## src/kcr_pkg.sv

```systemverilog
// shared types and constants of the kill collision resolver
package kcr_pkg;
	localparam int KCR_ADDR_W = 32;
	localparam int KCR_GRAN_LSB = 5;
	localparam int KCR_SRC_W = 8;

	typedef enum logic [3:0] {
		KCR_RD_HOME = 4'h0,
		KCR_IRD_HOME = 4'h1,
		KCR_RD_OWNER = 4'h2,
		KCR_RTO_HOME = 4'h3,
		KCR_RTO_OWNER = 4'h4,
		KCR_DKILL_HOME = 4'h5,
		KCR_DKILL_SHR = 4'h6,
		KCR_CASTOUT = 4'h7,
		KCR_TLB_INV = 4'h8,
		KCR_TLB_SYNC = 4'h9,
		KCR_IKILL_HOME = 4'hA,
		KCR_IKILL_SHR = 4'hB,
		KCR_FLUSH = 4'hC,
		KCR_IORD_HOME = 4'hD,
		KCR_IORD_OWNER = 4'hE
	} kcr_req_e;

	typedef enum logic [1:0] {
		KCR_OWN_DKH = 2'h0,
		KCR_OWN_DKS = 2'h1,
		KCR_OWN_IKH = 2'h2,
		KCR_OWN_IKS = 2'h3
	} kcr_own_e;

	typedef enum logic [1:0] {
		KCR_C_LIVE = 2'h0,
		KCR_C_FDONE = 2'h1,
		KCR_C_FRETRY = 2'h2,
		KCR_C_NONE = 2'h3
	} kcr_cond_e;

	typedef enum logic [3:0] {
		KCR_A_NORMAL = 4'h0,
		KCR_A_WAIT = 4'h1,
		KCR_A_ERROR = 4'h2,
		KCR_A_RETRY = 4'h3,
		KCR_A_FWD_DONE = 4'h4,
		KCR_A_FWD_INTV = 4'h5,
		KCR_A_FWD_DATA = 4'h6,
		KCR_A_CANCEL_FWD = 4'h7,
		KCR_A_FWD_BCAST = 4'h8
	} kcr_act_e;

	typedef enum logic [2:0] {
		KCR_R_NONE = 3'h0,
		KCR_R_DONE = 3'h1,
		KCR_R_ERROR = 3'h2,
		KCR_R_RETRY = 3'h3,
		KCR_R_DONE_INTV = 3'h4
	} kcr_resp_e;

	typedef enum logic {
		KCR_ST_IDLE = 1'b0,
		KCR_ST_HOLD = 1'b1
	} kcr_st_e;
endpackage : kcr_pkg

```

## src/kcr_resolver.sv

```systemverilog
// kill collision resolver: tracks the own invalidate and resolves colliding requests
`timescale 1ns/1ns
module kcr_resolver #(
	parameter int ADDR_W = kcr_pkg::KCR_ADDR_W,
	parameter int GRAN_LSB = kcr_pkg::KCR_GRAN_LSB,
	parameter int SRC_W = kcr_pkg::KCR_SRC_W
) (
	input wire logic clk_i,
	input wire logic rst_b_i,
	input wire logic own_issue_i,
	input wire kcr_pkg::kcr_own_e own_kind_i,
	input wire logic [ADDR_W-1:0] own_addr_i,
	input wire logic own_rsp_valid_i,
	input wire logic own_rsp_done_i,
	input wire logic own_rsp_final_i,
	input wire logic own_retire_i,
	input wire logic inc_valid_i,
	input wire kcr_pkg::kcr_req_e inc_type_i,
	input wire logic [ADDR_W-1:0] inc_addr_i,
	input wire logic [SRC_W-1:0] inc_src_i,
	input wire logic inc_home_i,
	output logic inc_ready_o,
	output logic res_valid_o,
	output kcr_pkg::kcr_resp_e res_resp_o,
	output logic res_data_o,
	output logic res_data_only_o,
	output logic res_fwd_o,
	output logic res_cancel_o,
	output logic res_bcast_o,
	output logic res_normal_o,
	output logic [SRC_W-1:0] res_src_o,
	output kcr_pkg::kcr_req_e res_type_o,
	output logic own_live_o
);
	localparam int GW = ADDR_W - GRAN_LSB;

	typedef struct packed {
		kcr_pkg::kcr_st_e st;
		logic own_valid;
		logic own_live;
		kcr_pkg::kcr_own_e own_kind;
		logic [GW-1:0] own_gran;
		kcr_pkg::kcr_req_e held;
		logic [SRC_W-1:0] held_src;
		logic held_home;
		logic ready;
		logic res_valid;
		kcr_pkg::kcr_resp_e resp;
		logic data;
		logic data_only;
		logic fwd;
		logic cancel;
		logic bcast;
		logic normal;
		logic [SRC_W-1:0] src;
		kcr_pkg::kcr_req_e rtype;
	} kcr_state_s;

	function automatic logic [GW-1:0] kcr_gran(input logic [ADDR_W-1:0] a);
		kcr_gran = a[ADDR_W-1:GRAN_LSB];
	endfunction : kcr_gran

	kcr_state_s r;
	kcr_state_s next_r;
	logic fin;
	logic hit;
	logic acc;
	kcr_pkg::kcr_cond_e cond;
	kcr_pkg::kcr_req_e tbl_req;
	logic tbl_home;
	kcr_pkg::kcr_act_e tbl_act;
	kcr_pkg::kcr_act_e act;

	assign fin = own_rsp_valid_i && own_rsp_final_i;
	// match is on the granule, not the byte address
	assign hit = r.own_valid && (kcr_gran(inc_addr_i) == r.own_gran);
	assign acc = inc_valid_i && r.ready && (r.st == kcr_pkg::KCR_ST_IDLE);
	assign tbl_req = (r.st == kcr_pkg::KCR_ST_HOLD) ? r.held : inc_type_i;
	assign tbl_home = (r.st == kcr_pkg::KCR_ST_HOLD) ? r.held_home : inc_home_i;

	// a final response in the same cycle is used at once, so a waiter never misses it
	always_comb begin
		if (fin) begin
			cond = own_rsp_done_i ? kcr_pkg::KCR_C_FDONE : kcr_pkg::KCR_C_FRETRY;
		end else if (r.own_live) begin
			cond = kcr_pkg::KCR_C_LIVE;
		end else begin
			cond = kcr_pkg::KCR_C_NONE;
		end
	end

	kcr_table u_table (
		.own_kind_i(r.own_kind),
		.req_i(tbl_req),
		.home_i(tbl_home),
		.cond_i(cond),
		.act_o(tbl_act)
	);

	assign act = (r.st == kcr_pkg::KCR_ST_HOLD || hit) ? tbl_act : kcr_pkg::KCR_A_NORMAL;

	always_comb begin
		next_r = r;
		next_r.res_valid = 1'b0;
		if (fin) begin
			next_r.own_live = 1'b0;
		end
		if (own_retire_i) begin
			next_r.own_valid = 1'b0;
		end
		if (own_issue_i) begin
			next_r.own_valid = 1'b1;
			next_r.own_live = 1'b1;
			next_r.own_kind = own_kind_i;
			next_r.own_gran = kcr_gran(own_addr_i);
		end
		case (r.st)
			kcr_pkg::KCR_ST_IDLE: begin
				if (acc && act == kcr_pkg::KCR_A_WAIT) begin
					next_r.st = kcr_pkg::KCR_ST_HOLD;
					next_r.held = inc_type_i;
					next_r.held_src = inc_src_i;
					next_r.held_home = inc_home_i;
					next_r.ready = 1'b0;
				end
			end
			kcr_pkg::KCR_ST_HOLD: begin
				if (act != kcr_pkg::KCR_A_WAIT) begin
					next_r.st = kcr_pkg::KCR_ST_IDLE;
					next_r.ready = 1'b1;
				end
			end
			default: begin
				next_r.st = kcr_pkg::KCR_ST_IDLE;
				next_r.ready = 1'b1;
			end
		endcase
		if ((acc || r.st == kcr_pkg::KCR_ST_HOLD) && act != kcr_pkg::KCR_A_WAIT) begin
			next_r.res_valid = 1'b1;
			next_r.src = (r.st == kcr_pkg::KCR_ST_HOLD) ? r.held_src : inc_src_i;
			next_r.rtype = tbl_req;
			next_r.resp = kcr_pkg::KCR_R_NONE;
			next_r.data = 1'b0;
			next_r.data_only = 1'b0;
			next_r.fwd = 1'b0;
			next_r.cancel = 1'b0;
			next_r.bcast = 1'b0;
			next_r.normal = 1'b0;
			case (act)
				kcr_pkg::KCR_A_ERROR: next_r.resp = kcr_pkg::KCR_R_ERROR;
				kcr_pkg::KCR_A_RETRY: next_r.resp = kcr_pkg::KCR_R_RETRY;
				kcr_pkg::KCR_A_FWD_DONE: begin
					next_r.fwd = 1'b1;
					next_r.resp = kcr_pkg::KCR_R_DONE;
				end
				kcr_pkg::KCR_A_FWD_INTV: begin
					next_r.fwd = 1'b1;
					next_r.resp = kcr_pkg::KCR_R_DONE_INTV;
					next_r.data = 1'b1;
					next_r.data_only = 1'b1;
				end
				kcr_pkg::KCR_A_FWD_DATA: begin
					next_r.fwd = 1'b1;
					next_r.resp = kcr_pkg::KCR_R_DONE;
					next_r.data = 1'b1;
				end
				kcr_pkg::KCR_A_CANCEL_FWD: begin
					next_r.cancel = 1'b1;
					next_r.fwd = 1'b1;
					next_r.resp = kcr_pkg::KCR_R_DONE;
				end
				kcr_pkg::KCR_A_FWD_BCAST: begin
					next_r.fwd = 1'b1;
					next_r.bcast = 1'b1;
				end
				default: next_r.normal = 1'b1;
			endcase
		end
	end

	always_ff @(posedge clk_i or negedge rst_b_i) begin
		if (!rst_b_i) begin
			r <= '0;
			r.ready <= 1'b1;
		end else begin
			r <= next_r;
		end
	end

	assign inc_ready_o = r.ready;
	assign res_valid_o = r.res_valid;
	assign res_resp_o = r.resp;
	assign res_data_o = r.data;
	assign res_data_only_o = r.data_only;
	assign res_fwd_o = r.fwd;
	assign res_cancel_o = r.cancel;
	assign res_bcast_o = r.bcast;
	assign res_normal_o = r.normal;
	assign res_src_o = r.src;
	assign res_type_o = r.rtype;
	assign own_live_o = r.own_live;

	logic live_now;
	assign live_now = hit && r.own_live && !fin;
endmodule : kcr_resolver

```

## src/kcr_table.sv

```systemverilog
// resolution table: outstanding kill kind and incoming request to an action
`timescale 1ns/1ns
module kcr_table (
	input wire kcr_pkg::kcr_own_e own_kind_i,
	input wire kcr_pkg::kcr_req_e req_i,
	input wire logic home_i,
	input wire kcr_pkg::kcr_cond_e cond_i,
	output kcr_pkg::kcr_act_e act_o
);
	logic home_set;
	logic owner_set;
	always_comb begin
		home_set = req_i inside {kcr_pkg::KCR_RD_HOME, kcr_pkg::KCR_IRD_HOME, kcr_pkg::KCR_RTO_HOME,
			kcr_pkg::KCR_DKILL_HOME, kcr_pkg::KCR_IKILL_HOME, kcr_pkg::KCR_FLUSH, kcr_pkg::KCR_IORD_HOME};
		owner_set = req_i inside {kcr_pkg::KCR_RD_OWNER, kcr_pkg::KCR_RTO_OWNER, kcr_pkg::KCR_DKILL_SHR,
			kcr_pkg::KCR_IKILL_SHR, kcr_pkg::KCR_IORD_OWNER};
		act_o = kcr_pkg::KCR_A_NORMAL;
		if (req_i inside {kcr_pkg::KCR_TLB_INV, kcr_pkg::KCR_TLB_SYNC}) begin
			act_o = kcr_pkg::KCR_A_FWD_DONE;
		end else begin
			case (own_kind_i)
				kcr_pkg::KCR_OWN_DKH: begin
					if (req_i == kcr_pkg::KCR_IKILL_SHR) begin
						act_o = kcr_pkg::KCR_A_FWD_DONE;
					end else if (req_i inside {kcr_pkg::KCR_RD_OWNER, kcr_pkg::KCR_RTO_OWNER}) begin
						case (cond_i)
							kcr_pkg::KCR_C_LIVE: act_o = kcr_pkg::KCR_A_WAIT;
							kcr_pkg::KCR_C_FDONE: act_o = kcr_pkg::KCR_A_FWD_INTV;
							default: act_o = kcr_pkg::KCR_A_ERROR;
						endcase
					end else if (req_i == kcr_pkg::KCR_IORD_OWNER) begin
						case (cond_i)
							kcr_pkg::KCR_C_LIVE: act_o = kcr_pkg::KCR_A_WAIT;
							kcr_pkg::KCR_C_FDONE: act_o = kcr_pkg::KCR_A_FWD_DATA;
							default: act_o = kcr_pkg::KCR_A_ERROR;
						endcase
					end else if (req_i == kcr_pkg::KCR_DKILL_SHR) begin
						case (cond_i)
							kcr_pkg::KCR_C_LIVE: act_o = kcr_pkg::KCR_A_WAIT;
							kcr_pkg::KCR_C_FDONE: act_o = kcr_pkg::KCR_A_ERROR;
							default: act_o = kcr_pkg::KCR_A_CANCEL_FWD;
						endcase
					end else if (cond_i == kcr_pkg::KCR_C_LIVE && (home_set || req_i == kcr_pkg::KCR_CASTOUT)) begin
						act_o = kcr_pkg::KCR_A_ERROR;
					end
				end
				kcr_pkg::KCR_OWN_IKH: begin
					if (req_i == kcr_pkg::KCR_IKILL_SHR) begin
						act_o = kcr_pkg::KCR_A_FWD_DONE;
					end else if (cond_i == kcr_pkg::KCR_C_LIVE && home_set) begin
						act_o = kcr_pkg::KCR_A_ERROR;
					end else begin
						act_o = kcr_pkg::KCR_A_NORMAL;
					end
				end
				default: begin
					// both sharer kinds share the io read path
					if (req_i == kcr_pkg::KCR_IORD_HOME) begin
						if (home_i && cond_i == kcr_pkg::KCR_C_LIVE) begin
							act_o = kcr_pkg::KCR_A_RETRY;
						end else if (!home_i) begin
							case (cond_i)
								kcr_pkg::KCR_C_LIVE: act_o = kcr_pkg::KCR_A_WAIT;
								kcr_pkg::KCR_C_FDONE: act_o = kcr_pkg::KCR_A_FWD_DATA;
								default: act_o = kcr_pkg::KCR_A_ERROR;
							endcase
						end
					end else if (req_i == kcr_pkg::KCR_IKILL_HOME) begin
						act_o = kcr_pkg::KCR_A_FWD_BCAST;
					end else if (cond_i != kcr_pkg::KCR_C_LIVE) begin
						act_o = kcr_pkg::KCR_A_NORMAL;
					end else if (owner_set) begin
						act_o = kcr_pkg::KCR_A_ERROR;
					end else if (own_kind_i == kcr_pkg::KCR_OWN_DKS) begin
						if (req_i == kcr_pkg::KCR_CASTOUT) begin
							act_o = kcr_pkg::KCR_A_ERROR;
						end else begin
							act_o = kcr_pkg::KCR_A_RETRY;
						end
					end else begin
						act_o = kcr_pkg::KCR_A_NORMAL;
					end
				end
			endcase
		end
	end
endmodule : kcr_table

```

## config.mk

```make
export PLATFORM = sky130hd
export DESIGN_NAME = kcr_resolver
export DESIGN_NICKNAME = d
export VERILOG_FILES = /design/src/kcr_pkg.sv /design/src/kcr_resolver.sv /design/src/kcr_table.sv
export SDC_FILE = /design/constraint.sdc
export NUM_CORES = 1
export LEC_CHECK = 0
export BUFFER_PORTS_ARGS = -buffer_cell sky130_fd_sc_hd__buf_2
export CAP_MARGIN = 20
export CORE_MARGIN = 10
export CORE_UTILIZATION = 45
export DETAILED_ROUTE_END_ITERATION = 10
export GPL_TIMING_DRIVEN = 1
export PLACE_DENSITY = 0.71
export SYNTH_ARGS = -nofsm -noshare
export SYNTH_HDL_FRONTEND = slang
export SYNTH_HIERARCHICAL = 1
export SYNTH_SLANG_ARGS = --single-unit
```

## constraint.sdc

```tcl
create_clock -name clk_i -period 6.85 [get_ports clk_i]
set_clock_uncertainty 0.1 [all_clocks]
set_input_delay 1.37 -clock clk_i [delete_from_list [all_inputs] [get_ports clk_i]]
set_output_delay 1.37 -clock clk_i [all_outputs]
set_load 0.01 [all_outputs]
```

---- Word-level counts from Yosys, hierarchy flattened ----
Cells that the tools add are included.
storage, ports and cells
  register bits after elaboration ......... 68
  input bits .............................. 87
  output and inout port bits .............. 24
  word-level logic and storage cells ...... 121
operators by class
  equal/unequal tests ..................... 29
  multiplexer cells ....................... 44
  bitwise logic cells ..................... 1
  reduce and logical (&&, ||, !) cells .... 28
operators by type and width
  operator                                              number
  2-to-1 mux 4 bit                                      14
  equality test 4 x 3 -> 1 bit (second input constant)  8
  equality test 4 bit (second input constant)           8
  2-to-1 mux 31 bit                                     1
  equality test 27 bit                                  1
  2-to-1 mux 22 bit                                     1
  case mux 3 bit (2 select lines)                       3
  equality test 4 x 2 -> 1 bit (second input constant)  4
  2-to-1 mux 1 bit                                      14
  2-to-1 mux 2 bit                                      6
  case mux 3 bit (4 select lines)                       1
  nonzero test 2 bit                                    5
  logical AND 1 bit                                     9
  equality test 4 x 1 -> 1 bit (second input constant)  2
  2-to-1 mux 8 bit                                      1
  case mux 4 bit (2 select lines)                       1
  nonzero test 7 bit                                    1
  OR reduction 7 bit                                    1
  nonzero test 5 bit                                    1
  OR reduction 5 bit                                    1
  equality test 2 x 1 -> 1 bit (second input constant)  2
  zero test 2 bit                                       2
  zero test 4 bit                                       1
  != test 2 x 1 -> 1 bit (second input constant)        2
  8 further kinds                                       12

---- Longest topological paths before layout ----
Gate-level depths: netlist (run 1).
  depth after elaboration ................. 17
  depth in mapped cells ................... 17
  gate-level depth less buffers ........... 12

---- Hierarchy ----
The synthesis (run 1) kept the hierarchy.
modules (own cells, without submodules)
  module        instances  cells each  area an instance (um^2)
  kcr_resolver  1          258         3318.2
  kcr_table     1          59          389.1

---- Worst setup path before layout (run 1) ----
No wires, ideal clock.
  path type ............................... input to register
  from .................................... input port inc_type_i[3]
  to ...................................... register r (netlist bit res_src_o[0])
  setup time .............................. 0.125 ns
  data arrival time ....................... 4.145 ns
  required time ........................... 6.625 ns
  setup slack ............................. 2.480 ns
  stages .................................. 15
  path buffers ............................ 4
  cells stage by stage .................... mux2_2 -> buf_6 -> and2b_4 -> nor3_1 -> nor4_1 -> a21oi_1 -> nor3_2 -> clkbuf_1 -> nor2_1 -> and2_1 -> clkbuf_1 -> a21o_1 -> a21oi_2 -> buf_6 -> mux2_2
between the ends
  cells in the longest elaborated chain, start to end .. 15
  elaborated cells between the ends (all ways) .. 41
  those cells by class .................... eq/ne (15); mux (17); reduce/logical (9)
RTL lines
  element                                                     RTL line             text
  start: declaration                                          kcr_resolver.sv:18   input wire kcr_pkg::kcr_req_e inc_type_i,
  2-to-1 mux 4 bit *                                          kcr_resolver.sv:78   assign tbl_req = (r.st == kcr_pkg::KCR_ST_HOLD) ? r.held : inc_type_i;
  equality test 4 x 1 -> 1 bit, or another cell as far along  kcr_table.sv:13      home_set = req_i inside {kcr_pkg::KCR_RD_HOME, kcr_pkg::KCR_IRD_HOME, kcr_pkg::KCR_RTO_HOME,
  nonzero test 7 bit                                          kcr_table.sv:13
  logical OR 1 bit                                            kcr_table.sv:43      end else if (cond_i == kcr_pkg::KCR_C_LIVE && (home_set || req_i == kcr_pkg::KCR_CASTOUT)) begin
  logical AND 1 bit                                           kcr_table.sv:43
  2-to-1 mux 2 bit                                            kcr_table.sv:43
  2-to-1 mux 4 bit                                            kcr_table.sv:37      end else if (req_i == kcr_pkg::KCR_DKILL_SHR) begin
  2-to-1 mux 4 bit                                            kcr_table.sv:31      end else if (req_i == kcr_pkg::KCR_IORD_OWNER) begin
  2-to-1 mux 4 bit                                            kcr_table.sv:25      end else if (req_i inside {kcr_pkg::KCR_RD_OWNER, kcr_pkg::KCR_RTO_OWNER}) begin
  2-to-1 mux 4 bit                                            kcr_table.sv:23      if (req_i == kcr_pkg::KCR_IKILL_SHR) begin
  case mux 4 bit (2 select lines)                             kcr_table.sv:21      case (own_kind_i)
  2-to-1 mux 4 bit *                                          kcr_table.sv:18      if (req_i inside {kcr_pkg::KCR_TLB_INV, kcr_pkg::KCR_TLB_SYNC}) begin
  via tbl_act[1]                                              kcr_resolver.sv:71   kcr_pkg::kcr_act_e tbl_act;
  2-to-1 mux 4 bit *                                          kcr_resolver.sv:100  assign act = (r.st == kcr_pkg::KCR_ST_HOLD || hit) ? tbl_act : kcr_pkg::KCR_A_NORMAL;
  != test 4 x 1 -> 1 bit *                                    kcr_resolver.sv:138  if ((acc || r.st == kcr_pkg::KCR_ST_HOLD) && act != kcr_pkg::KCR_A_WAIT) begin
  logical AND 1 bit *                                         kcr_resolver.sv:138
  end signal: assignment                                      kcr_resolver.sv:186  r <= next_r;
  end: declaration                                            kcr_resolver.sv:63   kcr_state_s r;
The timed path passes the listed nets; every way through them passes the cells marked *.
A chain may end at the register's enable or synchronous reset.

---- Worst setup path in the final report (run 1) ----
  from .................................... input port own_rsp_valid_i
  to ...................................... register r (netlist bit res_src_o[6])
between the ends
  cells in the longest elaborated chain, start to end .. 14
  elaborated cells between the ends (all ways) .. 28
  those cells by class .................... eq/ne (2); mux (19); reduce/logical (7)
RTL lines
  element                                                   RTL line             text
  start: declaration                                        kcr_resolver.sv:13   input wire logic own_rsp_valid_i,
  logical AND 1 bit *                                       kcr_resolver.sv:74   assign fin = own_rsp_valid_i && own_rsp_final_i;
  2-to-1 mux 2 bit *                                        kcr_resolver.sv:83   if (fin) begin
  via cond[1]                                               kcr_resolver.sv:68   kcr_pkg::kcr_cond_e cond;
  branches (longest 7 deep; another with 2-to-1 mux 4 bit)  --
  case mux 4 bit (2 select lines) *                         kcr_table.sv:21
  2-to-1 mux 4 bit *                                        kcr_table.sv:18
  via tbl_act[1]                                            kcr_resolver.sv:71
  2-to-1 mux 4 bit *                                        kcr_resolver.sv:100
  != test 4 x 1 -> 1 bit *                                  kcr_resolver.sv:138
  logical AND 1 bit *                                       kcr_resolver.sv:138
Mark *: on every way through the listed nets, which the timed path passes.

==> results of run 1 <==
==> cell usage after synthesis (all sizes together) (2+ instances only) <==
cell | n | area, um2
mux2i | 3 | 30.0
a21o | 5 | 37.5
dfrtp | 67 | 1680
a31o | 2 | 17.5
nor2 | 11 | 41.3
xnor2 | 28 | 245
o2bb2ai | 4 | 35.0
o21ai | 6 | 30.0
nor4 | 2 | 27.5
mux2 | 68 | 766
a31oi | 3 | 18.8
nor2b | 5 | 38.8
nand2b | 6 | 37.5
nand4 | 8 | 50.1
nor3 | 8 | 45.0
and2 | 4 | 25.0
o31ai | 5 | 37.5
nand2 | 11 | 41.3
a21oi | 8 | 43.8
a22oi | 2 | 15.0
and3 | 2 | 12.5
inv | 7 | 26.3
a21boi | 2 | 15.0
clkbuf | 6 | 22.5
buf | 25 | 190
nor3b | 2 | 20.0
==> worst reg2reg max path, stage by stage (launching register included) <==
cell,delay [ps]
dfrtp_1,820
mux2_2,510
and2b_4,310
nor3_1,60
nor4_1,260
a21oi_1,130
nor3_2,430
nor2_1,150
and2_1,260
a21o_1,210
a21oi_2,730
mux2_2,430
==> per-layer routing <==
| metal | track usage [%] | up-vias | part of all wire, % |
|---|---|---|---|
| li1 | - | 1275 | - |
| met1 | 15.8 | 1255 | 41 |
| met2 | 20.2 | 112 | 45 |
| met3 | 7.25 | 9 | 13 |
| met4 | 5.12 | 0 | 1.2 |
| met5 | 0 | - | 0 |
==> worst paths after layout <==
kind | end | slack (ps) | cells past startpoint
worst max-delay path | res_src_o[6] | 2060 | 13
worst min-delay path | r[35] | 390 | 1
worst max register to register | res_src_o[6] | 2350 | 11
worst min register to register | r[35] | 390 | 1
max in group asynchronous | r[40] | 4940 | 2
min in group asynchronous | own_live_o | 1130 | 2
==> cells in the final DEF, fill, tap and decap left out, types with 3 or more instances in the layout <==
cell / Yosys / final
a21o_1: 5 / 5
a21oi_1: 7 / 7
a31oi_1: 3 / 3
and2_1: 4 / 4
buf_2: 2 / 100
clkbuf_8: 0 / 12
dfrtp_1: 67 / 67
inv_1: 7 / 7
mux2_2: 66 / 66
mux2i_1: 3 / 3
nand2_1: 11 / 11
nand2b_1: 6 / 6
nand4_1: 8 / 8
nor2_1: 11 / 11
nor2b_1: 4 / 4
nor3_1: 7 / 7
o21ai_0: 6 / 6
o2bb2ai_1: 4 / 4
o31ai_1: 5 / 5
xnor2_1: 28 / 28
==> logic make-up after synthesis <==
logic type	after synthesis	share of synthesized area [%]
xor gates and xnor gates	29	6.85
DFF	68	45.9
buffers and inverters	38	6.45
AOI/OAI and AO/OA	45	8.61
muxes	71	21.5
and+or+nand+nor	66	10.7
==> registers in the layout, indices dropped and copies added (netlist names) <==
register         count
r                   44
res_data_o           1
res_normal_o         1
res_valid_o          1
res_type_o           4
own_live_o           1
res_fwd_o            1
inc_ready_o          1
res_src_o            8
res_cancel_o         1
res_bcast_o          1
res_resp_o           3
res_data_only_o      1
==> metrics by stage <==
step	power [W]	hold WS (ps)	std cells	cell area, um2
3_5_place_dp	0.000621	373	492	4130
2_1_floorplan	0.000571	349	317	3710
4_1_cts	0.000970	390	507	4340
5_1_grt	0.00101	411	507	4340
3_3_place_gp	0.000615	361	492	4130
6_report	0.000956	386	507	4340
==> report_power, final <==
part           switching [W]  internal [W]  total, W
Combinational      0.0000757     0.0000851  0.000161
Clock               0.000151      0.000196  0.000347
Sequential         0.0000194      0.000429  0.000449
==> layout make-up <==
cell class	count	area [um2]	share of cell area, %
tap	105	131	3.02
clock buffer	12	165	3.80
sequential	68	1700	39.2
multi-input combinational	211	1770	40.6
timing repair buffer	101	508	11.7
inverter	7	26.3	0.605
clock inverter	3	45.0	1.04
==> flow_summary.toml, run 1 <==
[detailed_routing]
routedWlPerCell_um = 16.3
via_count = 2651
first_iter_violations = 115
ant_nets = 0
dr.pass1.iters = 4
drc = 0
routed_wl_mm = 8.26
via_per_inst = 5.23

[floorplanning]
dieArea_um2 = 12300
placementRows = 33
initial_utilization_pct = 45.6
core_um2 = 8130
die_w_um = 111
io_pins = 111
die_y_um = 111

[layout]
area_growth_syn_to_layout_pct = 17.2
drive_gt1_share_pct = 48.3
nFillCells = 717
fin_util_pct = 53.4
n_antenna_cell = 0
nets = 485

[power_and_ir_drop]
vdd_drop_max_uv = 127
p_per_area_nw_per_um2 = 220
p_leak_nw = 1.97

[logic_synthesis]
synth_seq_area_share_pct = 45.9
ys.flop_type = "dfrtp_1"
yosysWarnings = 6
synthesis.nets = 404
synth_cell_type_count = 53
async_flop_share_pct = 100
synth_area_per_cell_um2 = 11.7
netlist_area_um2 = 3710
synth_cells = 317
synth-seq-cells = 68
synth_edf_count = 0

[worst_setup_path]
worstPathRequired_ps = 6970
slowest_stage = "a21oi_2"
path_common_cell = "nor2_1"
start_kind = "input pin"
setup.worst_path.start = "own_rsp_valid_i"
cp_slowest_stage_delay_ps = 730
crit_family = "compound AO/OA/AOI/OAI gates"
critPathMaxFanout = 17
crit_path_cell_trace = "buf_2 -> a21boi_0 -> a31oi_1 -> nor2_1 -> xor2_1 -> o21ai_0 -> a21oi_1 -> nor3_2 -> nor2_1 -> and2_1 -> a21o_1 -> a21oi_2 -> mux2_2"
arrival_ps = 4910
end_kind = "flip-flop"
reg2reg_from = "r[67]"
setup.worst_path.class = "in -> reg"
path_buf_inv = 1

[timing]
max_freq_mhz = 209
drv_slew = 0
period_needed_ps = 4790
setup_viol = 0
slew_headroom_pct = 33.0
hold_viol = 0
setup_ws_ps = 2060
fin_tns_setup_ps = 0
worst_slew_pin_slew_ps = 1010
fin_crit_sh_pct = 69.9
rsz0062_at_grt = "no"

[clock_tree]
cts_hold_buffers = 0
clkSlewWorstSetupHoldPaths_ps = 70
clock_sinks = 68
cts_root_buffer = "clkbuf_8"
cts_buffer_depth = 2
cts_setup_buffers = 0
cts_resized = 0
insertion_delay_ps = 340
cts_tree = "yes"
cts_buffers = 9
htreeDepth = 3

[worst_hold_path]
min_from = "r[35]"
hold_path_class = "reg -> reg"

[job]
maxCapViolCount = 0

[place]
port_buffers = 100
gp_congestion = 0.855
dp_hpwl_mm = 6.21
dp_slack_ps = 1710

[global_routing]
grt_pass1_wl_mm = 14.0
grt-ovfl-total = 0
grt_pass1_vias = 2908
antenna_found_initial = 0
grt_max_degree = 69
grt_use_total_pct = 13.5

[run_status]
outcome = "finished clean"
Note: power is estimated with default switching activity, not from simulation.
==> inputs of run 2 (changes only) <==
Settings changed: ABC_AREA from default to 1, PLACE_DENSITY 0.71 to 0.7.
Clock period 6.85 ns to 4.98 ns, I/O delays scaled along.
==> flow_summary.toml, run 2 <==
[logic_synthesis]
synth.top_cell.area_share_pct = 42.5
ys.flop_type = "dfrtp_1"
synth_top_area_cell = "dfrtp_1"
synthesis.nets = 634
yosysMostFrequentCell = "nand2_1"
synth_seq_area_share_pct = 43.2
synth-seq-cells = 68
netlist_top_cells_area = "dfrtp_1 43%, nand2_1 20%, inv_1 7.4%, o21ai_0 4.7%, o21ai_2 4.4%"
synth_edf_count = 0
yosysWarnings = 6
synth_area_per_cell_um2 = 7.21
async_flop_share_pct = 100
synth_cells = 547
synthTopCellsByCount = "213 x nand2_1, 78 x inv_1, 67 x dfrtp_1"
synth_cell_type_count = 32
netlist_area_um2 = 3940

[worst_setup_path]
setup.worst_path.class = "in -> reg"
worst-path-stages = 18
critPathMaxFanout = 34
r2r_slack_ps = 1400
end_kind = "flip-flop"
arrival_ps = 3780
worstPathRequired_ps = 5120
crit_family = "simple AND/OR/NAND/NOR gates"
endpoint = "res_type_o[0]"
crit_path_cell_trace = "buf_2 -> inv_1 -> o21ai_0 -> inv_2 -> nor2_4 -> nand2_1 -> inv_1 -> a21oi_1 -> nand2_1 -> nand3_1 -> a21oi_1 -> nand2_2 -> nor2_4 -> nand2_2 -> nand2_4 -> inv_2 -> nand2_1 -> nand2_1"
start_kind = "input pin"
cp_slowest_stage_delay_ps = 580
setup.worst_path.start = "inc_type_i[1]"
reg2reg_depth = 16
path_common_cell = "nand2_1"
r2r_end = "res_type_o[0]"
slowest_stage = "o21ai_0"
path_buf_inv = 5
reg2reg_from = "r[67]"

[layout]
seq_area_um2 = 1700
mostFrequentLayoutCell = "nand2_1"
multi_input_area_um2 = 1730
drive_gt1_share_pct = 26.4
top_register = "r"
nets = 718
largest_reg_flops = 44
most-common-layout-cells = "213 x nand2_1, 100 x buf_2, 78 x inv_1"
nFillCells = 857
n_antenna_cell = 0
area_growth_syn_to_layout_pct = 16.4

[timing]
hold_viol = 0
setup_viol = 0
max_freq_mhz = 275
fin_tns_setup_ps = 0
slew_headroom_pct = 43.6
period_needed_ps = 3640
drv_slew = 0
rsz0062_at_grt = "no"
worst_slew_pin_slew_ps = 837
setup_ws_ps = 1340
fin_crit_sh_pct = 73.1

[floorplanning]
core_um2 = 8640
die_w_um = 114
dieArea_um2 = 12900
initial_utilization_pct = 45.7
io_pins = 111
die_y_um = 114
placementRows = 34

[clock_tree]
cts_root_buffer = "clkbuf_8"
cts_tree = "yes"
insertion_delay_ps = 350
clock_sinks = 68
cts_setup_buffers = 0
cts_resized = 0
cts_buffers = 9
clkSlewWorstSetupHoldPaths_ps = 70
cts_hold_buffers = 0
cts_buffer_depth = 2
htreeDepth = 3

[detailed_routing]
routed_wl_mm = 9.08
dr.pass1.iters = 5
via_count = 3423
routedWlPerCell_um = 12.2
first_iter_violations = 135
drc = 0
via_per_inst = 4.60
ant_nets = 0

[global_routing]
grt_pass1_wl_mm = 16.0
grt_max_degree = 58
antenna_found_initial = 0
grt_use_total_pct = 14.9
grt-ovfl-total = 0
grt_pass1_vias = 3586

[power_and_ir_drop]
p_per_area_nw_per_um2 = 279
clkPwrFrac_pct = 37.2
p_leak_nw = 2.63
p_int_w = 0.000899
vdd_drop_max_uv = 133
swShare_pct = 29.7
power_frac_comb_pct = 15.7
switching_power_w = 0.000380
power_frac_seq_pct = 47.1

[place]
port_buffers = 100
gp_congestion = 0.911
dp_slack_ps = 1020
dp_hpwl_mm = 7.14

[job]
maxCapViolCount = 0

[worst_hold_path]
hold_path_class = "reg -> reg"

[run_status]
outcome = "finished clean"
run 2: cell types whose count changed in the layout (fill, tap and decap cells not counted), moves of 5 or more:
cell / delta
o21ai_2: +20
a21o_1: -5
nand2b_1: -6
inv_1: +71
mux2_2: -66
o31ai_1: -5
inv_2: +5
nand3_1: +13
nor2_1: +21
nand2_2: +14
o21ai_0: +31
nand2_1: +202
xnor2_1: -28
o21ai_1: +5
run 2: cell type report:
type / instances / area share [%]
clock buffers: 9 / 2.70
well taps: 108 / 2.94
clock inverters: 7 / 1.77
multi-input cells: 368 / 37.6
flip-flops and latches: 68 / 37.1
inverters: 83 / 6.79
repair buffers: 101 / 11.1
run 2: worst min path at each step:
stage | start | slack (ps) | cells after the start | endpoint
CTS | r[31] | 380 | 2 | r[31]
finish | res_type_o[1] | 380 | 2 | res_type_o[1]
detailed placement | r[31] | 360 | 2 | r[31]
global route | r[26] | 400 | 2 | r[26]
floorplan | r[28] | 340 | 2 | r[28]
global placement | r[28] | 350 | 2 | r[28]
run 2: cells by family (layout without fill, tap and decap cells):
kind of cell / count (synthesis) / in the layout / share of synthesized area (%)
AOI/OAI and AO/OA: 71 / 71 / 11.4
DFF: 68 / 68 / 43.2
and+or+nand+nor: 292 / 292 / 31.1
muxes: 4 / 4 / 1.02
buffers and inverters: 111 / 200 / 13.0
xor gates and xnor gates: 1 / 1 / 0.222
run 2: tightest hold or removal path: stages, from the launching register on:
cell and delay, ps:
dfrtp_1 340, nand2_1 50, nand2_1 50
run 2: through the flow:
stage / util, % / instance area (um2) / total power, W / std cells / hold WS, ps
finish: 53.1 / 4590 / 0.00128 / 744 / 377
global route: 53.1 / 4590 / 0.00136 / 744 / 399
CTS: 53.1 / 4590 / 0.00130 / 744 / 381
detailed placement: 50.8 / 4380 / 0.000818 / 728 / 358
global placement: 50.8 / 4380 / 0.000810 / 728 / 353
floorplan: - / 3940 / 0.000751 / 547 / 342
run 2: power by group through the flow:
stage / Clock (W) / Sequential, W / Combinational, W
2_1_floorplan: 0 / 0.000610 / 0.000141
3_3_place_gp: 0 / 0.000611 / 0.000199
3_5_place_dp: 0 / 0.000614 / 0.000205
4_1_cts: 0.000490 / 0.000603 / 0.000205
5_1_grt: 0.000515 / 0.000607 / 0.000238
6_report: 0.000476 / 0.000602 / 0.000201
run 2: per-layer routing:
| metal | vias to the layer above | GRT usage, % | part of all wire, % |
|---|---|---|---|
| li1 | 1821 | - | - |
| met2 | 100 | 23.8 | 45 |
| met4 | 0 | 4.48 | 0.89 |
| met1 | 1494 | 17.5 | 45 |
| met3 | 8 | 6.82 | 9.3 |
| met5 | - | 0 | 0 |
==> inputs of run 3 (changes only) <==
Clock period 4.98 ns to 3.5 ns, I/O delays scaled along.
==> flow_summary.toml, run 3 (synthesized netlist as in run 2, its figures left out) <==
[timing]
period_needed_ps = 3140
rsz0062_at_grt = "no"
setup_viol = 0
hold_viol = 0
drv_slew = 0
max_freq_mhz = 318
slew_headroom_pct = 43.5
worst_slew_pin_slew_ps = 847
fin_crit_sh_pct = 89.9
fin_tns_setup_ps = 0

[detailed_routing]
via_count = 3484
ant_nets = 0
routedWlPerCell_um = 12.3
dr.pass1.iters = 4
first_iter_violations = 172
drc = 0
via_per_inst = 4.65
routed_wl_mm = 9.23

[clock_tree]
clock_sinks = 68
cts_buffer_depth = 2
cts_resized = 0
cts_root_buffer = "clkbuf_8"
cts_buffers = 9
clkSlewWorstSetupHoldPaths_ps = 80
cts_tree = "yes"
cts_setup_buffers = 0
cts_hold_buffers = 0
insertion_delay_ps = 340
htreeDepth = 3

[job]
maxCapViolCount = 0

[global_routing]
antenna_found_initial = 0
grt_use_total_pct = 14.6
grt_max_degree = 58
grt-ovfl-total = 0
grt_pass1_wl_mm = 15.8
grt_pass1_vias = 3551

[place]
gp_congestion = 0.886
dp_hpwl_mm = 7.14
dpl_cell_area_um2 = 4430
port_buffers = 100

[layout]
largest_reg_flops = 44
fin_util_pct = 53.9
area_growth_syn_to_layout_pct = 18.0
most-common-layout-cells = "213 x nand2_1, 100 x buf_2, 78 x inv_1"
drive_gt1_share_pct = 27.1
n_antenna_cell = 0
final_cell_area_um2 = 4650
top_register = "r"
nFillCells = 828
nets = 724
mostFrequentLayoutCell = "nand2_1"

[worst_setup_path]
path_common_cell = "nand2_1"
arrival_ps = 3260
setup.worst_path.class = "reg -> reg"
crit_path_cell_trace = "o21ai_0 -> buf_4 -> nand2_1 -> inv_1 -> a21oi_1 -> nand3_1 -> nand2_1 -> nand2_1 -> a21oi_1 -> nand3_2 -> nor2_4 -> nand2_2 -> nand2_1 -> o21ai_2"
start_kind = "flip-flop"
slowest_stage = "dfrtp_1"
end_kind = "flip-flop"
r2r_slack_ps = 360
critPathMaxFanout = 23
worstPathRequired_ps = 3610
cp_slowest_stage_delay_ps = 710

[power_and_ir_drop]
p_leak_nw = 2.66
p_per_area_nw_per_um2 = 404
vdd_drop_max_uv = 225

[floorplanning]
core_um2 = 8640
io_pins = 111
initial_utilization_pct = 45.7
dieArea_um2 = 12900
placementRows = 34
die_w_um = 114
die_y_um = 114

[run_status]
outcome = "finished clean"

[worst_hold_path]
hold_path_class = "in -> async"
## run 3: cell types whose count changed in the layout (fill, tap and decap cells not counted), sizes merged
| cell | change |
|---|---|
| bufinv | +1 |
| inv | -2 |
| clkinv | -1 |
| clkinvlp | +2 |
| buf | +6 |
## run 3: power by group
part           total [W]  switching, W  internal (W)
combinational   0.000294      0.000180      0.000114
sequential      0.000857     0.0000253      0.000832
clock           0.000727      0.000323      0.000404
## run 3: layer usage
metal / track usage (%) / up-vias / part of all wire (%)
li1: - / 1836 / -
met1: 17.0 / 1536 / 45
met2: 23.4 / 100 / 45
met3: 7.03 / 12 / 9.3
met4: 3.81 / 0 / 1.2
met5: 0 / - / 0
## run 3: final cells by class
cell class                 count  area (um2)  area share [%]
timing repair buffer         107         553            11.9
clock buffer                   9         124            2.66
inverter                      83         312            6.70
tap                          108         135            2.90
sequential                    68        1700            36.6
clock inverter                 7         100            2.15
multi-input combinational    368        1730            37.1
## run 3: worst paths after layout
check	startpoint	to	cells past startpoint
worst max-delay path	r[67]	r[34]	14
worst max register to register	r[67]	r[34]	14
worst min-delay path	rst_b_i	res_type_o[1]	1
min in group clk_i	res_normal_o	res_normal_o	2
worst min register to register	res_normal_o	res_normal_o	2
max in group asynchronous	rst_b_i	r[49]	2
## run 3: worst max-delay path: cells and delay by family, from the launching register on
kind / cells / cell delay [ps]
buf+inv: 2 / 270
flops: 1 / 710
compound gates: 4 / 730
simple gates: 8 / 1210
## run 3: through the flow
stage | hold WS [ps] | power, W | std cells | setup slack [ps]
6_report | 316 | 0.00188 | 750 | 355
5_1_grt | 361 | 0.00199 | 750 | 15.7
4_1_cts | 339 | 0.00190 | 750 | 354
3_5_place_dp | 358 | 0.00117 | 734 | 237
3_3_place_gp | 354 | 0.00116 | 734 | 301
2_1_floorplan | 304 | 0.00107 | 547 | 552
